[src/hw/swpf_pkg.sv]
package swpf_pkg;
  // Bus widths fixed by the device
  localparam int ADDR_W = 13;
  localparam int DATA_W = 8;
  // Clock period in picoseconds (25 MHz)
  localparam int CLK_PS = 40000;
  // Device timing, ns, fast grade
  localparam int T_SETUP_ADDR_NS = 0;   // Address before strobe falls
  localparam int T_STROBE_NS     = 80;  // Least strobe low time
  localparam int T_DATA_SETUP_NS = 50;  // Data before terminating edge
  localparam int T_DATA_HOLD_NS  = 5;   // Data after terminating edge
  localparam int T_RECOVER_NS    = 10;  // Address/strobe high after write
  localparam int T_GATE_Z_NS     = 40;  // Output gate high to bus released
  localparam int T_READ_NS       = 100; // Address to output valid
  // Least times round up to whole cycles, at least one
  function automatic int ns_to_cyc(input int ns);
    int c;
    c = (ns * 1000 + CLK_PS - 1) / CLK_PS;
    return (c < 1) ? 1 : c;
  endfunction
  localparam int CYC_STROBE  = ns_to_cyc(T_STROBE_NS);
  localparam int CYC_DSETUP  = ns_to_cyc(T_DATA_SETUP_NS);
  localparam int CYC_DHOLD   = ns_to_cyc(T_DATA_HOLD_NS);
  localparam int CYC_RECOVER = ns_to_cyc(T_RECOVER_NS);
  localparam int CYC_GATE_Z  = ns_to_cyc(T_GATE_Z_NS);
  localparam int CYC_READ    = ns_to_cyc(T_READ_NS) + 1;
  localparam int CNT_W       = 4;
  // Reset values of the pins: everything inactive
  localparam logic RST_WRITE_N  = 1'b1;
  localparam logic RST_SEL_LN   = 1'b1;
  localparam logic RST_SEL_H    = 1'b0;
  localparam logic RST_GATE_N   = 1'b1;
  // Sequencer states
  typedef enum logic [2:0] {
    SWPF_IDLE, SWPF_GATE_OFF, SWPF_WSTROBE, SWPF_WHOLD, SWPF_RSTROBE, SWPF_RECOVER
  } swpf_state_t;
endpackage

[src/hw/swpf_timer_if.sv]
`timescale 1ns/1ps
// Load/expire handshake between sequencer and its wait timer
interface swpf_timer_if;
  logic                      load;  // Start a wait
  logic [swpf_pkg::CNT_W-1:0] count; // Cycles to wait
  logic                      done;  // Wait elapsed
  modport ctrl (output load, output count, input done);
  modport tmr  (input load, input count, output done);
endinterface

[src/hw/swpf_host.sv]
`timescale 1ns/1ps
// Notes on behaviour
// - Address stays stable through whole write
// - Hold terminating control, address 10 ns after
// - Data valid 50 ns before, 5 ns after
// - Output gate kept high during writes
// - Write strobe low at least 80 ns
// - Keep selects inactive while supply rises; host blocks new accesses only while the interrupt is low, no recovery wait
module swpf_host
  import swpf_pkg::*;
(
  input  wire logic              clk,
  input  wire logic              sys_rst,
  input  wire logic              req_valid,
  input  wire logic              req_write,
  input  wire logic [ADDR_W-1:0] req_addr,
  input  wire logic [DATA_W-1:0] req_wdata,
  output logic                   req_ready,
  output logic                   rsp_valid,
  output logic [DATA_W-1:0]      rsp_rdata,
  output logic                   rsp_dropped,
  output logic                   power_fail,
  input  wire logic              pf_int_n,
  output logic [ADDR_W-1:0]      address_bus,
  input  wire logic [DATA_W-1:0] data_bus_in,
  output logic [DATA_W-1:0]      data_bus_out,
  output logic                   data_bus_oe_n,
  output logic                   write_n,
  output logic                   select_low_n,
  output logic                   select_high,
  output logic                   gate_n
);
  swpf_state_t      state_reg;     // Sequencer state
  logic             is_write_reg;  // Current access is a write
  logic             pf_seen_reg;   // Interrupt seen during current access
  logic [DATA_W-1:0] wdata_reg;    // Write byte held for the whole cycle
  logic             tmr_load;      // Timer start
  logic [CNT_W-1:0] tmr_count;     // Timer length
  logic             pf_now;        // Interrupt pulled low

  swpf_timer_if tif ();

  swpf_timer u_timer (
    .clk     (clk),
    .sys_rst (sys_rst),
    .t       (tif.tmr)
  );

  assign tif.load  = tmr_load;
  assign tif.count = tmr_count;

  // Open-drain interrupt: low means supply failing
  assign pf_now     = !pf_int_n;
  assign power_fail = pf_now;

  // New request only when idle and supply good; the device ignores us otherwise
  assign req_ready = (state_reg == SWPF_IDLE) && !pf_now;

  // Sequencer
  always_ff @(posedge clk) begin
    if (sys_rst) begin
      state_reg <= SWPF_IDLE;
    end else begin
      case (state_reg)
        SWPF_IDLE: begin
          if (req_valid && req_ready) begin
            // Gate goes high first so the device lets go of the bus
            state_reg <= req_write ? SWPF_GATE_OFF : SWPF_RSTROBE;
          end
        end
        SWPF_GATE_OFF: begin
          if (tif.done) begin
            state_reg <= SWPF_WSTROBE;
          end
        end
        SWPF_WSTROBE: begin
          if (tif.done) begin
            state_reg <= SWPF_WHOLD;
          end
        end
        SWPF_WHOLD: begin
          if (tif.done) begin
            state_reg <= SWPF_RECOVER;
          end
        end
        SWPF_RSTROBE: begin
          if (tif.done) begin
            state_reg <= SWPF_RECOVER;
          end
        end
        SWPF_RECOVER: begin
          if (tif.done) begin
            state_reg <= SWPF_IDLE;
          end
        end
        default: begin
          state_reg <= SWPF_IDLE;
        end
      endcase
    end
  end

  // Timer loads on each state entry except the return to idle
  always_comb begin
    tmr_load  = 1'b0;
    tmr_count = '0;
    case (state_reg)
      SWPF_IDLE: begin
        if (req_valid && req_ready) begin
          tmr_load  = 1'b1;
          tmr_count = req_write ? CNT_W'(CYC_GATE_Z) : CNT_W'(CYC_READ);
        end
      end
      SWPF_GATE_OFF: begin
        if (tif.done) begin
          tmr_load = 1'b1;
          // Strobe low covers both pulse width and data setup
          tmr_count = CNT_W'((CYC_STROBE > CYC_DSETUP) ? CYC_STROBE : CYC_DSETUP);
        end
      end
      SWPF_WSTROBE: begin
        if (tif.done) begin
          tmr_load  = 1'b1;
          tmr_count = CNT_W'(CYC_DHOLD);
        end
      end
      SWPF_WHOLD, SWPF_RSTROBE: begin
        if (tif.done) begin
          tmr_load  = 1'b1;
          tmr_count = CNT_W'(CYC_RECOVER);
        end
      end
      default: begin
        tmr_load  = 1'b0;
        tmr_count = '0;
      end
    endcase
  end

  // Address and write data latched once per access
  always_ff @(posedge clk) begin
    if (sys_rst) begin
      address_bus  <= '0;
      wdata_reg    <= '0;
      is_write_reg <= 1'b0;
    end else if (req_valid && req_ready) begin
      address_bus  <= req_addr;
      wdata_reg    <= req_wdata;
      is_write_reg <= req_write;
    end
  end

  // Control pins; strobe alone frames writes, selects frame the access
  always_ff @(posedge clk) begin
    if (sys_rst) begin
      write_n      <= RST_WRITE_N;
      select_low_n <= RST_SEL_LN;
      select_high  <= RST_SEL_H;
      gate_n       <= RST_GATE_N;
    end else begin
      // Selects stay active through hold so the strobe is the terminating edge
      select_low_n <= !((state_reg != SWPF_IDLE && state_reg != SWPF_RECOVER) ||
                        (state_reg == SWPF_IDLE && req_valid && req_ready)) ;
      select_high  <= (state_reg != SWPF_IDLE && state_reg != SWPF_RECOVER) ||
                      (state_reg == SWPF_IDLE && req_valid && req_ready);
      write_n      <= !((state_reg == SWPF_GATE_OFF && tif.done) ||
                        (state_reg == SWPF_WSTROBE && !tif.done));
      gate_n       <= !((state_reg == SWPF_IDLE && req_valid && req_ready && !req_write) ||
                        (state_reg == SWPF_RSTROBE && !tif.done));
    end
  end

  // Data drive: on from strobe fall through hold time
  always_ff @(posedge clk) begin
    if (sys_rst) begin
      data_bus_out  <= '0;
      data_bus_oe_n <= 1'b1;
    end else begin
      data_bus_out  <= wdata_reg;
      data_bus_oe_n <= !((state_reg == SWPF_GATE_OFF && tif.done) ||
                         state_reg == SWPF_WSTROBE ||
                         (state_reg == SWPF_WHOLD && !tif.done));
    end
  end

  // Track interrupt over an access; such a write may be lost
  always_ff @(posedge clk) begin
    if (sys_rst) begin
      pf_seen_reg <= 1'b0;
    end else if (state_reg == SWPF_IDLE) begin
      pf_seen_reg <= 1'b0;
    end else if (pf_now) begin
      pf_seen_reg <= 1'b1;
    end
  end

  // Completion report; read data sampled at end of the read strobe
  always_ff @(posedge clk) begin
    if (sys_rst) begin
      rsp_valid   <= 1'b0;
      rsp_rdata   <= '0;
      rsp_dropped <= 1'b0;
    end else begin
      rsp_valid   <= (state_reg == SWPF_RECOVER) && tif.done;
      rsp_dropped <= (state_reg == SWPF_RECOVER) && tif.done && (pf_seen_reg || pf_now);
      if (state_reg == SWPF_RSTROBE && tif.done && !is_write_reg) begin
        rsp_rdata <= data_bus_in;
      end
    end
  end
endmodule

[src/hw/swpf_timer.sv]
`timescale 1ns/1ps
module swpf_timer
  import swpf_pkg::*;
(
  input wire logic clk,
  input wire logic sys_rst,
  swpf_timer_if.tmr t
);
  logic [CNT_W-1:0] cnt_reg; // Remaining cycles

  // Down counter, reloaded on request
  always_ff @(posedge clk) begin
    if (sys_rst) begin
      cnt_reg <= '0;
    end else if (t.load) begin
      cnt_reg <= t.count;
    end else if (cnt_reg != '0) begin
      cnt_reg <= cnt_reg - 4'h1;
    end
  end

  // Done once the count has run out; kept free of load so no loop forms with the sequencer
  assign t.done = (cnt_reg == '0);
endmodule

[config.mk]
export PLATFORM = sky130hd
export DESIGN_NAME = swpf_host
export DESIGN_NICKNAME = d
export VERILOG_FILES = /design/src/hw/swpf_pkg.sv /design/src/hw/swpf_timer_if.sv /design/src/hw/swpf_host.sv /design/src/hw/swpf_timer.sv
export SDC_FILE = /design/constraint.sdc
export NUM_CORES = 1
export LEC_CHECK = 0
export ABC_AREA = 1
export BUFFER_PORTS_ARGS = -buffer_cell sky130_fd_sc_hd__buf_4
export CORE_MARGIN = 2
export CORE_UTILIZATION = 44
export CTS_CLUSTER_SIZE = 24
export DETAILED_ROUTE_END_ITERATION = 16
export PLACE_DENSITY = 0.78
export SLEW_MARGIN = 20
export SYNTH_ARGS = -nofsm -noshare
export SYNTH_HDL_FRONTEND = slang
export SYNTH_SLANG_ARGS = --single-unit
[constraint.sdc]
create_clock -name clk -period 2.83 [get_ports clk]
set_input_delay 0.283 -clock clk [delete_from_list [all_inputs] [get_ports clk]]
set_output_delay 0.283 -clock clk [all_outputs]
set_load 0.02 [all_outputs]
==> qor.yml, run 1 <==
outcome:
  status: "complete, no violations"
critical_path:
  required_ns: 3.02
  crit_path_max_incr_delay_ns: 0.40
  crit_buf_inv: 1
  critPathMaxFanout: 35
  reg2reg_from: "state_reg[0]$_SDFFE_PP0P_"
  reg2reg_to: "gate_n$_SDFF_PP1_"
  worstSetupPathType: "flip-flop to flip-flop"
  cp_common_cell: "nand2_1"
  ff2ff_setup_slack_ns: 1.13
  worstPathArrival_ns: 1.89
  crit_family: "simple AND/OR/NAND/NOR gates"
  end_kind: "flip-flop"
  cp-start-kind: "flip-flop"
  cp_cell_sequence: "nor2_4 -> nand4_4 -> inv_2 -> nand2_1 -> o21ai_0 -> nand2_1"
  cp_slowest_cell: "dfxtp_1"
  rr_worst_depth: 6
sta:
  fmax_ghz: 0.587
  finalMaxSlewViolations: 0
  fin_crit_ns: 1.70
  fin_worst_skew_ns: 0.00559
  setup_violations: 0
  max_slew_margin: 0.613
  rsz0062_at_grt: "no"
  setup_ws_ns: 1.13
  timing.hold.ws_ns: 0.222
  tightestPinTransition_ns: 0.580
  finalSetupTns_ns: 0
  hold_viol_final: 0
  min_period_over_period: 0.602
routing:
  dr.first_iter.drc_count: 67
  dr_total_vias: 1768
  wl_um: 4130
  firstDrtPassIters: 4
  wire_per_inst_um: 11.3
  drc_errors: 0
  vias_per_cell: 4.84
  ant_nets: 0
layout:
  design_area_sq_um: 2580
  area_growth_syn_to_layout_pct: 32.2
  register_area_sq_um: 1060
  diodes: 0
  fillers: 395
  final_nets: 347
  multi_input_area_sq_um: 747
  post-route-util: 0.597
  drive_gt1_frac: 0.275
  largest_register_ffs: 13
  regMostFlops: "address_bus"
placed_design:
  placed_area_sq_um: 2490
  io_buffer_count: 71
  dp_hpwl_um: 3020
  dp_slack_ns: 1.14
  place_congestion: 0.876
die:
  core_area_sq_um: 4320
  die_w_um: 70.6
  start_util: 0.452
  die-area_sq_um: 4990
  die_y_um: 70.6
  rows: 24
  ios: 72
synth:
  syn-num-nets: 279
  ys_ff_latch: 53
  yosysSeqAreaShare: 0.543
  synth_cell_types: 23
  syn-mean-instance-area_sq_um: 8.00
  syn_area_sq_um: 1950
  yosys_warnings: 0
  syn_inst: 244
global_route:
  overflow: 0
  antenna_found_initial: 0
  grt_pass1_vias: 1647
  grt_pass1_wl_um: 6960
  grt_max_degree: 36
  gr-usage-all-layers: 0.172
clock_network:
  cts_made_buffers: 5
  path_clk_slew_ns: 0.09
  postCtsSetupBuffers: 0
  cts_max_path_buffers: 2
  clkSinkCount: 53
  postCtsHoldBufs: 0
  clock-root-buffer: "clkbuf_8"
  cts.repair.resized: 0
  cts_tree: "built"
  insertion_delay_ns: 0.31
  htreeDepth: 2
pwr:
  clockPowerShare: 0.194
  p_int_mw: 1.36
  vdd_drop_max_uv: 341
  power.density_nw_per_um2: 847
  share_comb_of_total_power: 0.371
  seq_power_share: 0.436
  power_switching_mw: 0.824
  leakage_nw: 1.18
  switching_share: 0.377
min_path:
  hold-path-endpoint: "address_bus[9]$_SDFFE_PP0P_"
  hold_start: "req_addr[9]"
  hold_path_class: "input pin to flip-flop"
  min_path_cells: 3
run:
  drv_cap: 0
power by group through the flow:
stage                     Combinational (mW)  Clock, mW  Sequential [mW]
after detailed placement               0.810          0            0.970
after global placement                 0.790          0            0.964
after global routing                   0.908      0.469            0.969
final                                  0.810      0.423            0.953
after CTS                              0.815      0.438            0.953
after floorplan                        0.495          0             1.04
how the worst max path moves through the flow:
| stage | depth (start not counted) | endpoint | start | slack [ns] |
|---|---|---|---|---|
| CTS | 6 | gate_n$_SDFF_PP1_ | state_reg[0]$_SDFFE_PP0P_ | 1.13 |
| finish | 6 | gate_n$_SDFF_PP1_ | state_reg[0]$_SDFFE_PP0P_ | 1.13 |
| global placement | 6 | gate_n$_SDFF_PP1_ | state_reg[1]$_SDFFE_PP0P_ | 1.17 |
| floorplan | 8 | u_timer.cnt_reg[3]$_SDFFE_PP0P_ | u_timer.cnt_reg[0]$_SDFFE_PP0P_ | 1.53 |
| detailed placement | 6 | gate_n$_SDFF_PP1_ | state_reg[0]$_SDFFE_PP0P_ | 1.14 |
| global route | 6 | gate_n$_SDFF_PP1_ | state_reg[0]$_SDFFE_PP0P_ | 0.94 |
worst register-to-register path, stage by stage, from the launching register on:
cell and delay, ns:
dfxtp_1 0.40, nor2_4 0.18, nand4_4 0.39, inv_2 0.37, nand2_1 0.11, o21ai_0 0.09
nand2_1 0.06
Yosys cell counts:
library cell / count / area [sq um]
nor3b_1: 1 / 7.51
or2_1: 1 / 6.26
nand3_2: 1 / 10.0
nand4_4: 1 / 21.3
dfxtp_1: 53 / 1060
nand2_1: 50 / 188
buf_4: 1 / 7.51
a21oi_1: 28 / 140
xor2_1: 2 / 17.5
inv_1: 20 / 75.1
o211ai_1: 1 / 7.51
nand3_1: 12 / 60.1
nand3_4: 1 / 17.5
ha_1: 1 / 12.5
nor4_1: 1 / 6.26
o21ai_0: 20 / 100
nor2_1: 35 / 131
nor2_4: 1 / 11.3
buf_6: 2 / 22.5
buf_2: 2 / 10.0
nor3_1: 2 / 10.0
inv_2: 3 / 11.3
clkbuf_1: 5 / 18.8
cell type report:
type,count,share of cell area
flip-flops and latches,53,0.411
multi-input cells,158,0.289
repair buffers,71,0.206
inverters,23,0.0334
clock buffers,5,0.0266
well taps,52,0.0252
clock inverters,3,0.00824
metrics by stage:
| step | instances | total power, mW |
|---|---|---|
| after floorplan | 244 | 1.54 |
| after global placement | 357 | 1.75 |
| after detailed placement | 357 | 1.78 |
| after CTS | 365 | 2.21 |
| after global routing | 365 | 2.35 |
| final | 365 | 2.19 |
kinds of logic (layout without fill, tap and decap cells):
logic type / count (synthesis) / count (layout) / synth area share
buffers and inverters: 33 / 102 / 0.0743
adder cells (fa/ha/maj): 1 / 1 / 0.00641
AO/OA/AOI/OAI: 49 / 49 / 0.127
XOR/XNOR: 2 / 2 / 0.00897
flip-flops: 53 / 53 / 0.543
AND/OR/NAND/NOR: 106 / 106 / 0.240
metal layers:
metal,up-vias,GRT usage,part of all wire
li1,913,-,-
met1,788,0.208,0.44
met2,58,0.299,0.48
met3,9,0.0470,0.070
met4,0,0.0545,0.017
met5,-,0,0
cells in the final DEF (no fill, tap or decap):
master,n
dfxtp_1,53
o21ai_0,20
ha_1,1
nand2_1,50
nand3_2,1
clkinv_2,1
o211ai_1,1
nand3_4,1
nor3b_1,1
nor2_1,35
nor2_4,1
a21oi_1,28
nor3_1,2
inv_1,20
inv_6,1
nand3_1,12
clkbuf_8,5
inv_2,3
buf_4,71
nor4_1,1
xor2_1,2
clkinvlp_4,1
nand4_4,1
or2_1,1
No activity file was read; power rests on OpenSTA's default activity.
==> inputs of run 2 (changes only) <==
- ABC_AREA: 1 -> 0
- clock period: 2.83 -> 1.7 ns (I/O delays scaled with it)
==> run 2 against run 1 <==
Against the previous run:
- worst setup slack got worse by 1.0 ns
- sequential power increased by 63%
- critical path depth unchanged
- die area increased by 3.7%
- clock skew decreased by 0.0025 ns
- wire length increased by 0.44%
- synthesized area increased by 3.9%
- first-iteration DRC count increased by 110%
- register-to-register slack got worse by 1.0 ns
- clock power increased by 100%
- synthesized cell count decreased by 6.1%
- largest cell class unchanged
- highest routed layer unchanged
==> qor.yml, run 2 <==
outcome:
  status: "complete, no violations"
placed_design:
  dp_hpwl_um: 2960
  place_congestion: 0.867
  dp_slack_ns: 0.132
  io_buffer_count: 71
critical_path:
  worstSetupPathType: "flip-flop to flip-flop"
  end_kind: "flip-flop"
  worstPathArrival_ns: 1.79
  ff2ff_setup_slack_ns: 0.12
  crit_family: "simple AND/OR/NAND/NOR gates"
  cp_slowest_cell: "or3b_4"
  cp_cell_sequence: "inv_1 -> ha_2 -> or3b_4 -> nand2_1 -> o211ai_1 -> a211oi_1"
  critPathMaxFanout: 5
  crit_path_max_incr_delay_ns: 0.42
  crit_buf_inv: 1
  cp-start-kind: "flip-flop"
  required_ns: 1.91
pwr:
  power.density_nw_per_um2: 1350
  leakage_nw: 1.23
  report.power.total_mw: 3.69
  vdd_drop_max_uv: 792
layout:
  final_nets: 335
  area_growth_syn_to_layout_pct: 34.8
  regMostFlops: "address_bus"
  drive_gt1_frac: 0.316
  post-route-util: 0.624
  largest_register_ffs: 13
  layout_common_cells: "buf_4 (78), dfxtp_1 (53), nand2_1 (51), a21oi_1 (28), nor2_1 (18)"
  diodes: 0
  layout_commonest_cell: "buf_4"
sta:
  max_slew_margin: 0.649
  setup_ws_ns: 0.119
  min_period_over_period: 0.930
  tightestPinTransition_ns: 0.526
  hold_viol_final: 0
  fin_worst_skew_ns: 0.00313
  rsz0062_at_grt: "no"
  setup_violations: 0
  fmax_ghz: 0.632
  fin_crit_ns: 1.58
  finalMaxSlewViolations: 0
  finalSetupTns_ns: 0
run:
  drv_cap: 0
routing:
  met1_length_um: 1720
  firstDrtPassIters: 4
  dr_total_vias: 1774
  vias_per_cell: 5.03
  met3_wirelength_um: 326
  top_layer: "met4"
  wire_per_inst_um: 11.8
  wl_um: 4150
  ant_nets: 0
  drc_errors: 0
  wl_met2_um: 2050
  dr.first_iter.drc_count: 139
min_path:
  hold_path_class: "input pin to flip-flop"
synth:
  syn_area_sq_um: 2030
  yosys_warnings: 0
  netlist_top_cells_count: "dfxtp_1 (53), nand2_1 (51), a21oi_1 (28)"
  ys_ff_latch: 53
  syn-mean-instance-area_sq_um: 8.86
  synth_edf_count: 0
  synthTopCellsByArea: "dfxtp_1 (52%), nand2_1 (9.4%), a21oi_1 (6.9%)"
  synth-main-ff-cell: "dfxtp_1"
  yosys.area.top_type_share: 0.523
  yosysMostFrequentCell: "dfxtp_1"
  async_reset_ff_frac: 0
  synth_cell_types: 37
  yosysSeqAreaShare: 0.523
  syn_inst: 229
  syn-num-nets: 264
  synth_top_area_cell: "dfxtp_1"
die:
  die_w_um: 71.9
  start_util: 0.463
  ios: 72
  die-area_sq_um: 5170
  rows: 24
  die_y_um: 71.9
  core_area_sq_um: 4380
global_route:
  grt_max_degree: 52
  antenna_found_initial: 0
  overflow: 0
  gr-usage-all-layers: 0.166
  grt_pass1_vias: 1654
  grt_pass1_wl_um: 6940
clock_network:
  path_clk_slew_ns: 0.09
  cts_max_path_buffers: 2
  insertion_delay_ns: 0.29
  cts_tree: "built"
  cts_made_buffers: 5
  htreeDepth: 2
  clkSinkCount: 53
  clock-root-buffer: "clkbuf_8"
## run 2: changes by cell type after synthesis, moves of 3 or more
cell / previous run / this run
o21ai_0: 20 / 4
nor2b_1: 0 / 10
mux2i_1: 0 / 8
nor3_1: 2 / 5
nand2b_1: 0 / 4
nor2_1: 35 / 18
inv_2: 3 / 0
a31oi_1: 0 / 3
inv_1: 20 / 3
nand3_1: 12 / 2
and3_1: 0 / 3
## run 2: per-stage QoR
step / instance area, sq um / hold WS, ns / std cells
3_3_place_gp: 2610 / 0.403 / 345
6_report: 2740 / 0.103 / 353
4_1_cts: 2730 / 0.0949 / 353
2_1_floorplan: 2030 / 0.247 / 229
5_1_grt: 2740 / 0.0936 / 353
3_5_place_dp: 2610 / 0.412 / 345
## run 2: path summary, 6_finish.rpt
kind,startpoint,to,cells after the start
min reg2reg,wdata_reg[2]$_SDFFE_PP0P_,wdata_reg[2]$_SDFFE_PP0P_,2
min,data_bus_in[7],rsp_rdata[7]$_SDFFE_PP0P_,3
max,u_timer.cnt_reg[1]$_SDFFE_PP0P_,u_timer.cnt_reg[0]$_SDFFE_PP0P_,6
max reg2reg,u_timer.cnt_reg[1]$_SDFFE_PP0P_,u_timer.cnt_reg[0]$_SDFFE_PP0P_,6
## run 2: metal layers
layer / vias up / track usage
met4: 0 / 0.0692
met5: - / 0
met3: 6 / 0.0611
li1: 894 / -
met1: 811 / 0.183
met2: 63 / 0.290
## run 2: logic make-up (layout without fill, tap and decap cells)
kind of cell | count (synthesis) | count (layout) | share of synthesized area
simple gates | 108 | 108 | 0.268
fa+ha+maj | 1 | 1 | 0.00616
flops | 53 | 53 | 0.523
mux | 8 | 8 | 0.0395
buf+inv | 18 | 90 | 0.0487
xor+xnor | 1 | 1 | 0.00432
compound gates | 40 | 40 | 0.110
## run 2: layout make-up
cell class	instances	area [sq um]
sequential	53	1060
fill	404	1650
timing repair buffer	79	606
multi-input combinational	158	872
clock buffer	6	82.6
clock inverter	2	37.5
tap	52	65.1
inverter	3	11.3
## run 2: where the power goes
group	internal [mW]	switching, mW
logic	0.596	0.683
clock network	0.479	0.385
registers	1.42	0.131
## run 2: timing repair
| action | CTS | global route |
|---|---|---|
| gates resized for setup | 0 | 1 |
| hold buffers | 0 | 0 |
| endpoints found under the setup margin | 0 | 1 |
| setup buffers | 0 | 0 |
## run 2: worst reg2reg max path: stages, from the launching register on
cell and delay (ns):
dfxtp_1 0.35, inv_1 0.07, ha_2 0.21, or3b_4 0.42, nand2_1 0.09, o211ai_1 0.10
a211oi_1 0.26
